`config.mk`:
```
export PLATFORM = sky130hd
export DESIGN_NAME = spi_transmit_gate_and_status
export DESIGN_NICKNAME = d
export VERILOG_FILES = /design/src/pkg/spi_gate_pkg.sv /design/src/core/spi_transmit_gate_and_status.sv
export SDC_FILE = /design/constraint.sdc
export NUM_CORES = 1
export LEC_CHECK = 0
export BUFFER_PORTS_ARGS = -buffer_cell sky130_fd_sc_hd__buf_2
export CORE_MARGIN = 4
export CORE_UTILIZATION = 40
export DETAILED_ROUTE_END_ITERATION = 10
export GPL_ROUTABILITY_DRIVEN = 1
export PLACE_DENSITY = 0.72
export SLEW_MARGIN = 40
export SYNTH_ARGS = -nofsm -noshare
export SYNTH_HDL_FRONTEND = slang
export SYNTH_SLANG_ARGS = --single-unit
```
`constraint.sdc`:
```
create_clock -name pclk -period 3.06 [get_ports pclk]
set_clock_uncertainty 0.05 [all_clocks]
set_input_delay 0.459 -clock pclk [delete_from_list [all_inputs] [get_ports pclk]]
set_output_delay 0.459 -clock pclk [all_outputs]
set_load 0.05 [all_outputs]
```
`src/pkg/spi_gate_pkg.sv`:
```
// Purpose: constants and types for the serial port transmit gate and status block
// Assumes: apb with 32-bit data, word registers at byte address = index * 4
// Notes: register indexes, field positions, reset values and timing counts live here
// Behaviour
// - output drive enable at 0 floats the serial data output, master or slave.
// - slave with drive off floats peripheral-out line unless pin is general-purpose.
// - master with drive off floats controller-out line unless pin is general-purpose.
// - dropping drive enable mid-character lets the shifter finish that character.
// - with drive off, receiving and all status flag updates carry on.
// - system reset clears the output drive enable bit.
// - transfer irq enable gates only the request, never the transfer-complete flag.
// - receive-lost flag, status bit 7, sets when an unread character is overwritten.
// - receive-lost clears by writing 1, soft reset low, or system reset.
// - lost interrupt requested once, on the flag's 0 to 1 change only.
// - lost and transfer-complete interrupts share one request output.
// - writing 0 to status bits 5, 6 or 7 changes nothing.
// - status: bit 7 lost, bit 6 complete, bit 5 tx full, bits 4-0 zero.
// - operation control bit 4 enables the lost interrupt; 0 suppresses it.
// - complete flag sets at a character's last bit; rx holding loads same cycle.
// - tx full sets on tx holding write, clears when data moves to shifter.
package spi_gate_pkg;
    localparam logic [31:0] idx_config = 32'h0000_7040;
    localparam logic [31:0] idx_op_ctl = 32'h0000_7041;
    localparam logic [31:0] idx_status = 32'h0000_7042;
    localparam logic [31:0] idx_rx_hold = 32'h0000_7047;
    localparam logic [31:0] idx_tx_hold = 32'h0000_7048;
    localparam logic [31:0] idx_irq_status = 32'h0000_7050;
    localparam logic [31:0] idx_irq_mask = 32'h0000_7051;
    localparam logic [31:0] idx_pin_cfg = 32'h0000_7052;
    localparam int unsigned char_bits = 8;
    localparam logic [7:0] op_ctl_reset = 8'h00;
    localparam logic [7:0] config_reset = 8'h00;
    localparam logic [1:0] irq_mask_reset = 2'h3;
    localparam logic [1:0] pin_cfg_reset = 2'h0;
    localparam int unsigned soft_reset_bit = 7;
    localparam int unsigned clk_period_ns = 8;
    localparam int unsigned half_bit_ns = 32;
    localparam int unsigned half_bit_cycles = (half_bit_ns + clk_period_ns - 1) / clk_period_ns;
    localparam int unsigned irq_bit_xfer = 0;
    localparam int unsigned irq_bit_lost = 1;

    typedef struct packed {
        logic [2:0] reserved;
        logic lost_irq_enable;
        logic clock_phase;
        logic master_mode;
        logic output_drive_enable;
        logic xfer_irq_enable;
    } op_ctl_t;

    typedef struct packed {
        logic rx_lost;
        logic xfer_done;
        logic tx_full;
        logic [4:0] zero;
    } status_t;

    typedef struct packed {
        logic data_in;
        logic data_out;
        logic data_oe;
    } pin_t;
endpackage

```
`src/core/spi_transmit_gate_and_status.sv`:
```
// Purpose: serial port transmit gate, status word, shared interrupt and apb registers
// Assumes: pins synchronous to pclk; fixed 8-bit characters, msb first
// Notes: shifter paced by an internal half-bit enable as master, by the clock pin as slave
//
// Added by the designer: the APB slave port.
module spi_transmit_gate_and_status (
    input wire logic pclk,
    input wire logic presetn,
    input wire logic psel,
    input wire logic penable,
    input wire logic pwrite,
    input wire logic [31:0] paddr,
    input wire logic [31:0] pwdata,
    output logic [31:0] prdata,
    output logic pready,
    output logic pslverr,
    input wire logic ctrl_out_line_in,
    output logic ctrl_out_line_out,
    output logic ctrl_out_line_oe,
    input wire logic periph_out_line_in,
    output logic periph_out_line_out,
    output logic periph_out_line_oe,
    input wire logic serial_clk_in,
    output logic serial_clk_out,
    output logic serial_clk_oe,
    output logic irq
);
    // bus decode
    wire logic [31:0] word_idx = {2'b00, paddr[31:2]};
    wire logic sel_config = word_idx == spi_gate_pkg::idx_config;
    wire logic sel_op_ctl = word_idx == spi_gate_pkg::idx_op_ctl;
    wire logic sel_status = word_idx == spi_gate_pkg::idx_status;
    wire logic sel_rx = word_idx == spi_gate_pkg::idx_rx_hold;
    wire logic sel_tx = word_idx == spi_gate_pkg::idx_tx_hold;
    wire logic sel_irq_st = word_idx == spi_gate_pkg::idx_irq_status;
    wire logic sel_irq_mask = word_idx == spi_gate_pkg::idx_irq_mask;
    wire logic sel_pin = word_idx == spi_gate_pkg::idx_pin_cfg;
    wire logic mapped = sel_config | sel_op_ctl | sel_status | sel_rx | sel_tx
                        | sel_irq_st | sel_irq_mask | sel_pin;
    wire logic misaligned = paddr[1:0] != 2'b00;
    wire logic acc = psel & penable;
    wire logic setup = psel & ~penable;
    wire logic ok = mapped & ~misaligned;
    wire logic wr = acc & pwrite & ok;
    wire logic rd = acc & ~pwrite & ok;
    wire logic wr_config = wr & sel_config;
    wire logic wr_op_ctl = wr & sel_op_ctl;
    wire logic wr_status = wr & sel_status;
    wire logic wr_tx = wr & sel_tx;
    wire logic wr_irq_st = wr & sel_irq_st;
    wire logic wr_irq_mask = wr & sel_irq_mask;
    wire logic wr_pin = wr & sel_pin;
    wire logic rd_rx = rd & sel_rx;

    // registers
    logic [7:0] config_r;
    spi_gate_pkg::op_ctl_t op_ctl_r;
    logic [1:0] irq_mask_r;
    logic [1:0] pin_cfg_r;
    logic [7:0] tx_holding_r;
    logic [7:0] rx_holding_r;
    logic tx_full_r;
    logic xfer_done_r;
    logic rx_lost_r;
    logic rx_unread_r;
    logic lost_pend_r;
    logic xfer_seen_r;

    // shifter
    logic [7:0] tx_shift_r;
    logic [7:0] rx_shift_r;
    logic [3:0] bit_cnt_r;
    logic loaded_r;
    logic sclk_r;
    logic sclk_in_d_r;
    logic [7:0] half_cnt_r;

    wire logic soft_reset_n = config_r[spi_gate_pkg::soft_reset_bit];
    wire logic is_master = op_ctl_r.master_mode;
    wire logic gpio_ctrl_pin = pin_cfg_r[0];
    wire logic gpio_periph_pin = pin_cfg_r[1];

    // half-bit enable, runs only while a master character is in flight
    wire logic half_tick = half_cnt_r == 8'(spi_gate_pkg::half_bit_cycles - 1);
    wire logic m_run = soft_reset_n & is_master & loaded_r;
    wire logic m_rise = m_run & half_tick & ~sclk_r;
    wire logic m_fall = m_run & half_tick & sclk_r;
    wire logic s_rise = soft_reset_n & ~is_master & serial_clk_in & ~sclk_in_d_r;
    wire logic s_fall = soft_reset_n & ~is_master & ~serial_clk_in & sclk_in_d_r;
    wire logic rise_ev = is_master ? m_rise : s_rise;
    wire logic fall_ev = is_master ? m_fall : s_fall;
    wire logic data_in = is_master ? periph_out_line_in : ctrl_out_line_in;
    wire logic last_bit = bit_cnt_r == 4'(spi_gate_pkg::char_bits - 1);
    wire logic char_done = rise_ev & last_bit;
    wire logic [7:0] rx_next = {rx_shift_r[6:0], data_in};
    // shifter keeps running whatever the drive enable says
    wire logic load_tx = soft_reset_n & tx_full_r & ~loaded_r & (bit_cnt_r == 4'h0)
                         & ~rise_ev & ~fall_ev;
    wire logic lost_set = char_done & rx_unread_r & ~rd_rx;
    wire logic lost_rise = lost_set & ~rx_lost_r;

    // apb slave answers at once
    assign pready = 1'b1;
    assign pslverr = acc & ~ok;

    always_ff @(posedge pclk or negedge presetn) begin
        if (!presetn) begin
            config_r <= spi_gate_pkg::config_reset;
        end else if (wr_config) begin
            config_r <= pwdata[7:0];
        end
    end

    always_ff @(posedge pclk or negedge presetn) begin
        if (!presetn) begin
            op_ctl_r <= spi_gate_pkg::op_ctl_reset;
        end else if (wr_op_ctl) begin
            op_ctl_r <= {3'h0, pwdata[4:0]};
        end
    end

    always_ff @(posedge pclk or negedge presetn) begin
        if (!presetn) begin
            irq_mask_r <= spi_gate_pkg::irq_mask_reset;
            pin_cfg_r <= spi_gate_pkg::pin_cfg_reset;
        end else begin
            if (wr_irq_mask) begin
                irq_mask_r <= pwdata[1:0];
            end
            if (wr_pin) begin
                pin_cfg_r <= pwdata[1:0];
            end
        end
    end

    // tx holding and its full flag; a fresh write wins over the load
    always_ff @(posedge pclk or negedge presetn) begin
        if (!presetn) begin
            tx_holding_r <= 8'h00;
            tx_full_r <= 1'b0;
        end else if (!soft_reset_n) begin
            tx_full_r <= tx_full_r | wr_tx;
            if (wr_tx) begin
                tx_holding_r <= pwdata[7:0];
            end
        end else if (wr_tx) begin
            tx_holding_r <= pwdata[7:0];
            tx_full_r <= 1'b1;
        end else if (load_tx) begin
            tx_full_r <= 1'b0;
        end
    end

    // receive holding and transfer-complete flag, set wins over rx read
    always_ff @(posedge pclk or negedge presetn) begin
        if (!presetn) begin
            rx_holding_r <= 8'h00;
            xfer_done_r <= 1'b0;
            rx_unread_r <= 1'b0;
        end else if (!soft_reset_n) begin
            xfer_done_r <= 1'b0;
            rx_unread_r <= 1'b0;
        end else if (char_done) begin
            rx_holding_r <= rx_next;
            xfer_done_r <= 1'b1;
            rx_unread_r <= 1'b1;
        end else if (rd_rx) begin
            xfer_done_r <= 1'b0;
            rx_unread_r <= 1'b0;
        end
    end

    // receive-lost flag; a set in the clearing cycle wins
    always_ff @(posedge pclk or negedge presetn) begin
        if (!presetn) begin
            rx_lost_r <= 1'b0;
        end else if (!soft_reset_n) begin
            rx_lost_r <= 1'b0;
        end else if (lost_set) begin
            rx_lost_r <= 1'b1;
        end else if (wr_status && pwdata[7]) begin
            rx_lost_r <= 1'b0;
        end
    end

    // sticky event bits, write one to clear, set wins
    always_ff @(posedge pclk or negedge presetn) begin
        if (!presetn) begin
            lost_pend_r <= 1'b0;
            xfer_seen_r <= 1'b0;
        end else if (!soft_reset_n) begin
            lost_pend_r <= 1'b0;
            xfer_seen_r <= 1'b0;
        end else begin
            if (lost_rise) begin
                lost_pend_r <= 1'b1;
            end else if ((wr_irq_st && pwdata[spi_gate_pkg::irq_bit_lost])
                         || (wr_status && pwdata[7])) begin
                lost_pend_r <= 1'b0;
            end
            if (char_done) begin
                xfer_seen_r <= 1'b1;
            end else if (wr_irq_st && pwdata[spi_gate_pkg::irq_bit_xfer]) begin
                xfer_seen_r <= 1'b0;
            end
        end
    end

    // shared request
    wire logic xfer_req = xfer_done_r & op_ctl_r.xfer_irq_enable
                          & irq_mask_r[spi_gate_pkg::irq_bit_xfer];
    wire logic lost_req = lost_pend_r & op_ctl_r.lost_irq_enable
                          & irq_mask_r[spi_gate_pkg::irq_bit_lost];
    assign irq = xfer_req | lost_req;

    always_ff @(posedge pclk or negedge presetn) begin
        if (!presetn) begin
            half_cnt_r <= 8'h00;
            sclk_r <= 1'b0;
        end else if (!m_run) begin
            half_cnt_r <= 8'h00;
            sclk_r <= 1'b0;
        end else if (half_tick) begin
            half_cnt_r <= 8'h00;
            sclk_r <= ~sclk_r;
        end else begin
            half_cnt_r <= half_cnt_r + 8'h01;
        end
    end

    always_ff @(posedge pclk or negedge presetn) begin
        if (!presetn) begin
            sclk_in_d_r <= 1'b0;
        end else begin
            sclk_in_d_r <= serial_clk_in;
        end
    end

    // bit engine: sample on rise, advance output on fall
    always_ff @(posedge pclk or negedge presetn) begin
        if (!presetn) begin
            tx_shift_r <= 8'h00;
            rx_shift_r <= 8'h00;
            bit_cnt_r <= 4'h0;
            loaded_r <= 1'b0;
        end else if (!soft_reset_n) begin
            tx_shift_r <= 8'h00;
            bit_cnt_r <= 4'h0;
            loaded_r <= 1'b0;
        end else if (load_tx) begin
            tx_shift_r <= tx_holding_r;
            loaded_r <= 1'b1;
        end else begin
            if (rise_ev) begin
                rx_shift_r <= rx_next;
                bit_cnt_r <= last_bit ? 4'h0 : bit_cnt_r + 4'h1;
            end
            if (fall_ev) begin
                tx_shift_r <= {tx_shift_r[6:0], 1'b0};
                if (bit_cnt_r == 4'h0) begin
                    loaded_r <= 1'b0;
                end
            end
        end
    end

    // output gate; shifter untouched, only the data pin enables follow the bit
    wire logic drive = op_ctl_r.output_drive_enable;
    assign ctrl_out_line_out = tx_shift_r[7];
    assign periph_out_line_out = tx_shift_r[7];
    assign ctrl_out_line_oe = drive & is_master & ~gpio_ctrl_pin;
    assign periph_out_line_oe = drive & ~is_master & ~gpio_periph_pin;
    assign serial_clk_out = sclk_r;
    assign serial_clk_oe = is_master;

    // read data captured in the setup cycle
    spi_gate_pkg::status_t status_view;
    assign status_view = '{rx_lost: rx_lost_r, xfer_done: xfer_done_r,
                           tx_full: tx_full_r, zero: 5'h00};
    wire logic [7:0] rd_byte =
        sel_config ? config_r :
        sel_op_ctl ? op_ctl_r :
        sel_status ? status_view :
        sel_rx ? rx_holding_r :
        sel_tx ? tx_holding_r :
        sel_irq_st ? {6'h00, lost_pend_r, xfer_seen_r} :
        sel_irq_mask ? {6'h00, irq_mask_r} :
        sel_pin ? {6'h00, pin_cfg_r} : 8'h00;

    always_ff @(posedge pclk or negedge presetn) begin
        if (!presetn) begin
            prdata <= 32'h0000_0000;
        end else if (setup) begin
            prdata <= (!pwrite && ok) ? {24'h00_0000, rd_byte} : 32'h0000_0000;
        end
    end
endmodule

```
==> run_results.csv <==
group,metric,value,unit
outcome,status,"finished, final reports clean",
routing,drt_pass1_iterations,5,
layout,drive_gt1_frac,0.303,
setup_path,cpMaxStageDelayCell,"or3_1",
setup_path,cp_top_family,"simple AND/OR/NAND/NOR gates",
sta,finalCritPeriodShare,0.944,
synthesis,yosysSeqAreaShare,0.459,
sta,slew_headroom,0.548,
pwr,leakage,2.41,nW
global_route,grt_pass1_wl,15300,microns
routing,viasPerCell,5.43,
setup_path,path_cells,"or4_1 -> or3_1 -> o31a_1 -> or3_1 -> mux2_4",
synthesis,ys_types,54,
global_route,grt_use_met2,0.254,
layout,syn2layout_area_growth,14.9,%
synthesis,syn_inst,401,
routing,vias,3271,
setup_path,cp_common_cell,"or3_1",
synthesis,yosys_warnings,0,
sta,drv_slew,0,
synthesis,ys_ff_latch,76,
clock_network,clk_latency,0.34,ns
pwr,power_density,431,nW/um^2
layout,finalInstanceArea,4760,sq um
floorplan,design.core.area,9950,sq um
synthesis,synth_area,4150,sq um
sta,max_freq,346,MHz
routing,drt_iter0_markers,229,
setup_path,critical_path.max_fanout,13,
routing,post-route-drc-count,0,
synthesis,yosys.area.top_type,"dfrtp_1",
clock_network,cts_setup_buffers,0,
job,cap_violations,0,
layout,diodes,0,
global_route,use_met3,0.0335,
sta,finalSetupViolCount,0,
floorplan,row_count,36,
place,post_dp_cell_area,4540,sq um
clock_network,cts_num_sinks,76,
global_route,grt_busiest_layer,"met2",
synthesis,async_flop_share,1.00,
setup_path,rrSetupSlack,0.17,ns
layout,finish.utilization,0.478,
global_route,antenna_found_initial,0,
routing,drt-total-wl,9730,microns
setup_path,crit_path_end_kind,"flip-flop",
routing,wl_per_cell,16.2,microns
global_route,grt_usage,0.162,
sta,rsz0062_at_grt,"no",
floorplan,die_h,110,microns
synthesis,syn_area_per_cell,10.3,sq um
sta,setup_slack,0.170,ns
setup_path,criticalPathCategory,"flip-flop to flip-flop",
floorplan,die_area,12100,sq um
floorplan,fp.dieW,110,microns
global_route,grt_overflow,0,
pwr,ir_drop,0.000290,V
clock_network,cts_hold_buf,0,
setup_path,worstPathRequired,3.24,ns
synthesis,synthFlopType,"dfrtp_1",
place,io_buffers,63,
synthesis,synth_edf_count,0,
place,dp_slack,0.198,ns
clock_network,numCtsBuffers,9,
clock_network,cts-htree-levels,3,
clock_network,cts_tree,"done",
clock_network,path_clk_slew,0.08,ns
min_path,min_path_type,"input port to asynchronous set/reset pin",
setup_path,start_kind,"flip-flop",
sta,fin_crit,2.89,ns
sta,hold_viol_final,0,
sta,holdWs,0.0851,ns
place,hpwl,7370,microns
setup_path,crit_buf_inv,0,
setup_path,critPathArrivalTime,3.07,ns
clock_network,cts_resized,0,
clock_network,clock_path_buffers,2,
synthesis,synth_area_leaders,"dfrtp_1 (45%), mux2_2 (10%), buf_4 (4.7%), nand2_1 (4.0%), mux2i_1 (2.4%)",
sta,worst_slew_pin_slew,0.678,ns
global_route,grt_pass1_vias,3091,
routing,ant_nets,0,
floorplan,initial_utilization,0.416,
global_route,grt_max_degree,77,
synthesis,synth_top_area_frac,0.447,
floorplan,pin_count,113,
global_route,use_met1,0.223,
sta,fin_tns_setup,0,ns
setup_path,worst_path_largest_cell_delay,0.63,ns
layout,nets,539,
place,place_congestion,0.869,
clock_network,clockRootBuffer,"clkbuf_8",
==> cell families after synthesis <==
| kind of cell | count (synthesis) | synth area share |
|---|---|---|
| AOI/OAI and AO/OA | 64 | 0.108 |
| xor gates and xnor gates | 7 | 0.0148 |
| adders and majority gates | 4 | 0.0115 |
| buffers and inverters | 52 | 0.0730 |
| DFF | 76 | 0.459 |
| muxes | 53 | 0.145 |
| other | 2 | 0.00181 |
| and+or+nand+nor | 143 | 0.186 |
==> where the power goes <==
group          switching, mW  internal (mW)  leakage, nW
clock network          0.367          0.485        0.110
registers            0.00124           1.01         1.05
logic                  0.147         0.0455         1.25
==> worst paths after layout <==
path,from,endpoint,cells past startpoint
max reg2reg,half_cnt_r[5],rx_holding_r[6],5
min in group pclk,serial_clk_in,sclk_in_d_r,1
min reg2reg,prdata[3],prdata[3],2
max in group asynchronous,presetn,config_r[5],1
max,half_cnt_r[5],rx_holding_r[6],5
min,presetn,serial_clk_out,1
==> layout make-up <==
| type | count | area (sq um) |
|---|---|---|
| clock buffers | 11 | 141 |
| clock inverters | 5 | 85.1 |
| fillers | 938 | 5190 |
| inverters | 6 | 22.5 |
| multi-input cells | 296 | 2030 |
| flip-flops and latches | 76 | 1900 |
| well taps | 133 | 166 |
| repair buffers | 75 | 412 |
==> cell usage in the layout, fill, tap and decap left out, types with 4 or more instances in the layout <==
cell | Yosys | layout
a21boi_0 | 4 | 4
a21oi_1 | 4 | 4
a22oi_1 | 9 | 9
and3_1 | 7 | 7
buf_2 | 2 | 62
buf_4 | 26 | 12
clkbuf_8 | 0 | 10
conb_1 | 2 | 25
dfrtp_1 | 74 | 74
inv_1 | 6 | 6
mux2_2 | 38 | 38
mux2_4 | 5 | 5
mux2i_1 | 10 | 10
nand2_1 | 44 | 44
nand2b_1 | 11 | 11
nand3_1 | 11 | 11
nor2_1 | 16 | 16
nor2b_1 | 5 | 5
nor3_1 | 8 | 8
nor4_1 | 8 | 8
nor4b_1 | 6 | 6
o211a_1 | 7 | 7
o21ai_0 | 19 | 19
o22ai_1 | 4 | 4
or3_1 | 4 | 4
or4_1 | 5 | 5
xor2_1 | 4 | 4
==> stage by stage <==
stage / total power, mW / std cells
6_report: 2.05 / 602
5_1_grt: 2.13 / 602
4_1_cts: 2.06 / 602
3_5_place_dp: 1.22 / 586
3_3_place_gp: 1.21 / 586
2_1_floorplan: 1.17 / 424
==> cell usage after synthesis (all sizes together), types with 2 or more instances <==
| library cell | instances |
|---|---|
| a21oi | 4 |
| nor3b | 2 |
| o211ai | 2 |
| conb | 2 |
| nor4b | 6 |
| o22ai | 4 |
| xor2 | 4 |
| dfrtp | 74 |
| or2 | 3 |
| a32oi | 3 |
| ha | 3 |
| mux2i | 10 |
| o21ai | 19 |
| and2 | 2 |
| a21boi | 4 |
| or3 | 4 |
| nand4b | 2 |
| nand2b | 11 |
| nor3 | 8 |
| nor2b | 5 |
| o2111ai | 3 |
| dfstp | 2 |
| nor2 | 16 |
| or4 | 5 |
| mux2 | 43 |
| and4 | 2 |
| nand2 | 44 |
| buf | 31 |
| and3 | 7 |
| clkbuf | 15 |
| a22oi | 9 |
| o31ai | 2 |
| nor4 | 8 |
| xnor2 | 3 |
| nand3 | 11 |
| nand4 | 2 |
| inv | 6 |
| o211a | 7 |
| o32ai | 2 |
==> state kept, by name, indices dropped and copies added, names as in the netlist, 2 cells and up <==
signal / flops
pin_cfg_r: 2
prdata: 8
op_ctl_r: 3
half_cnt_r: 8
tx_shift_r: 8
rx_holding_r: 8
rx_shift_r: 7
config_r: 8
tx_holding_r: 8
irq_mask_r: 2
bit_cnt_r: 4
==> metal layers <==
layer	wire (microns)	up-vias
met3	562	12
li1	-	1530
met1	4330	1618
met4	133	0
met2	4710	111
met5	0	-
Power figures use the tool's default switching activity.
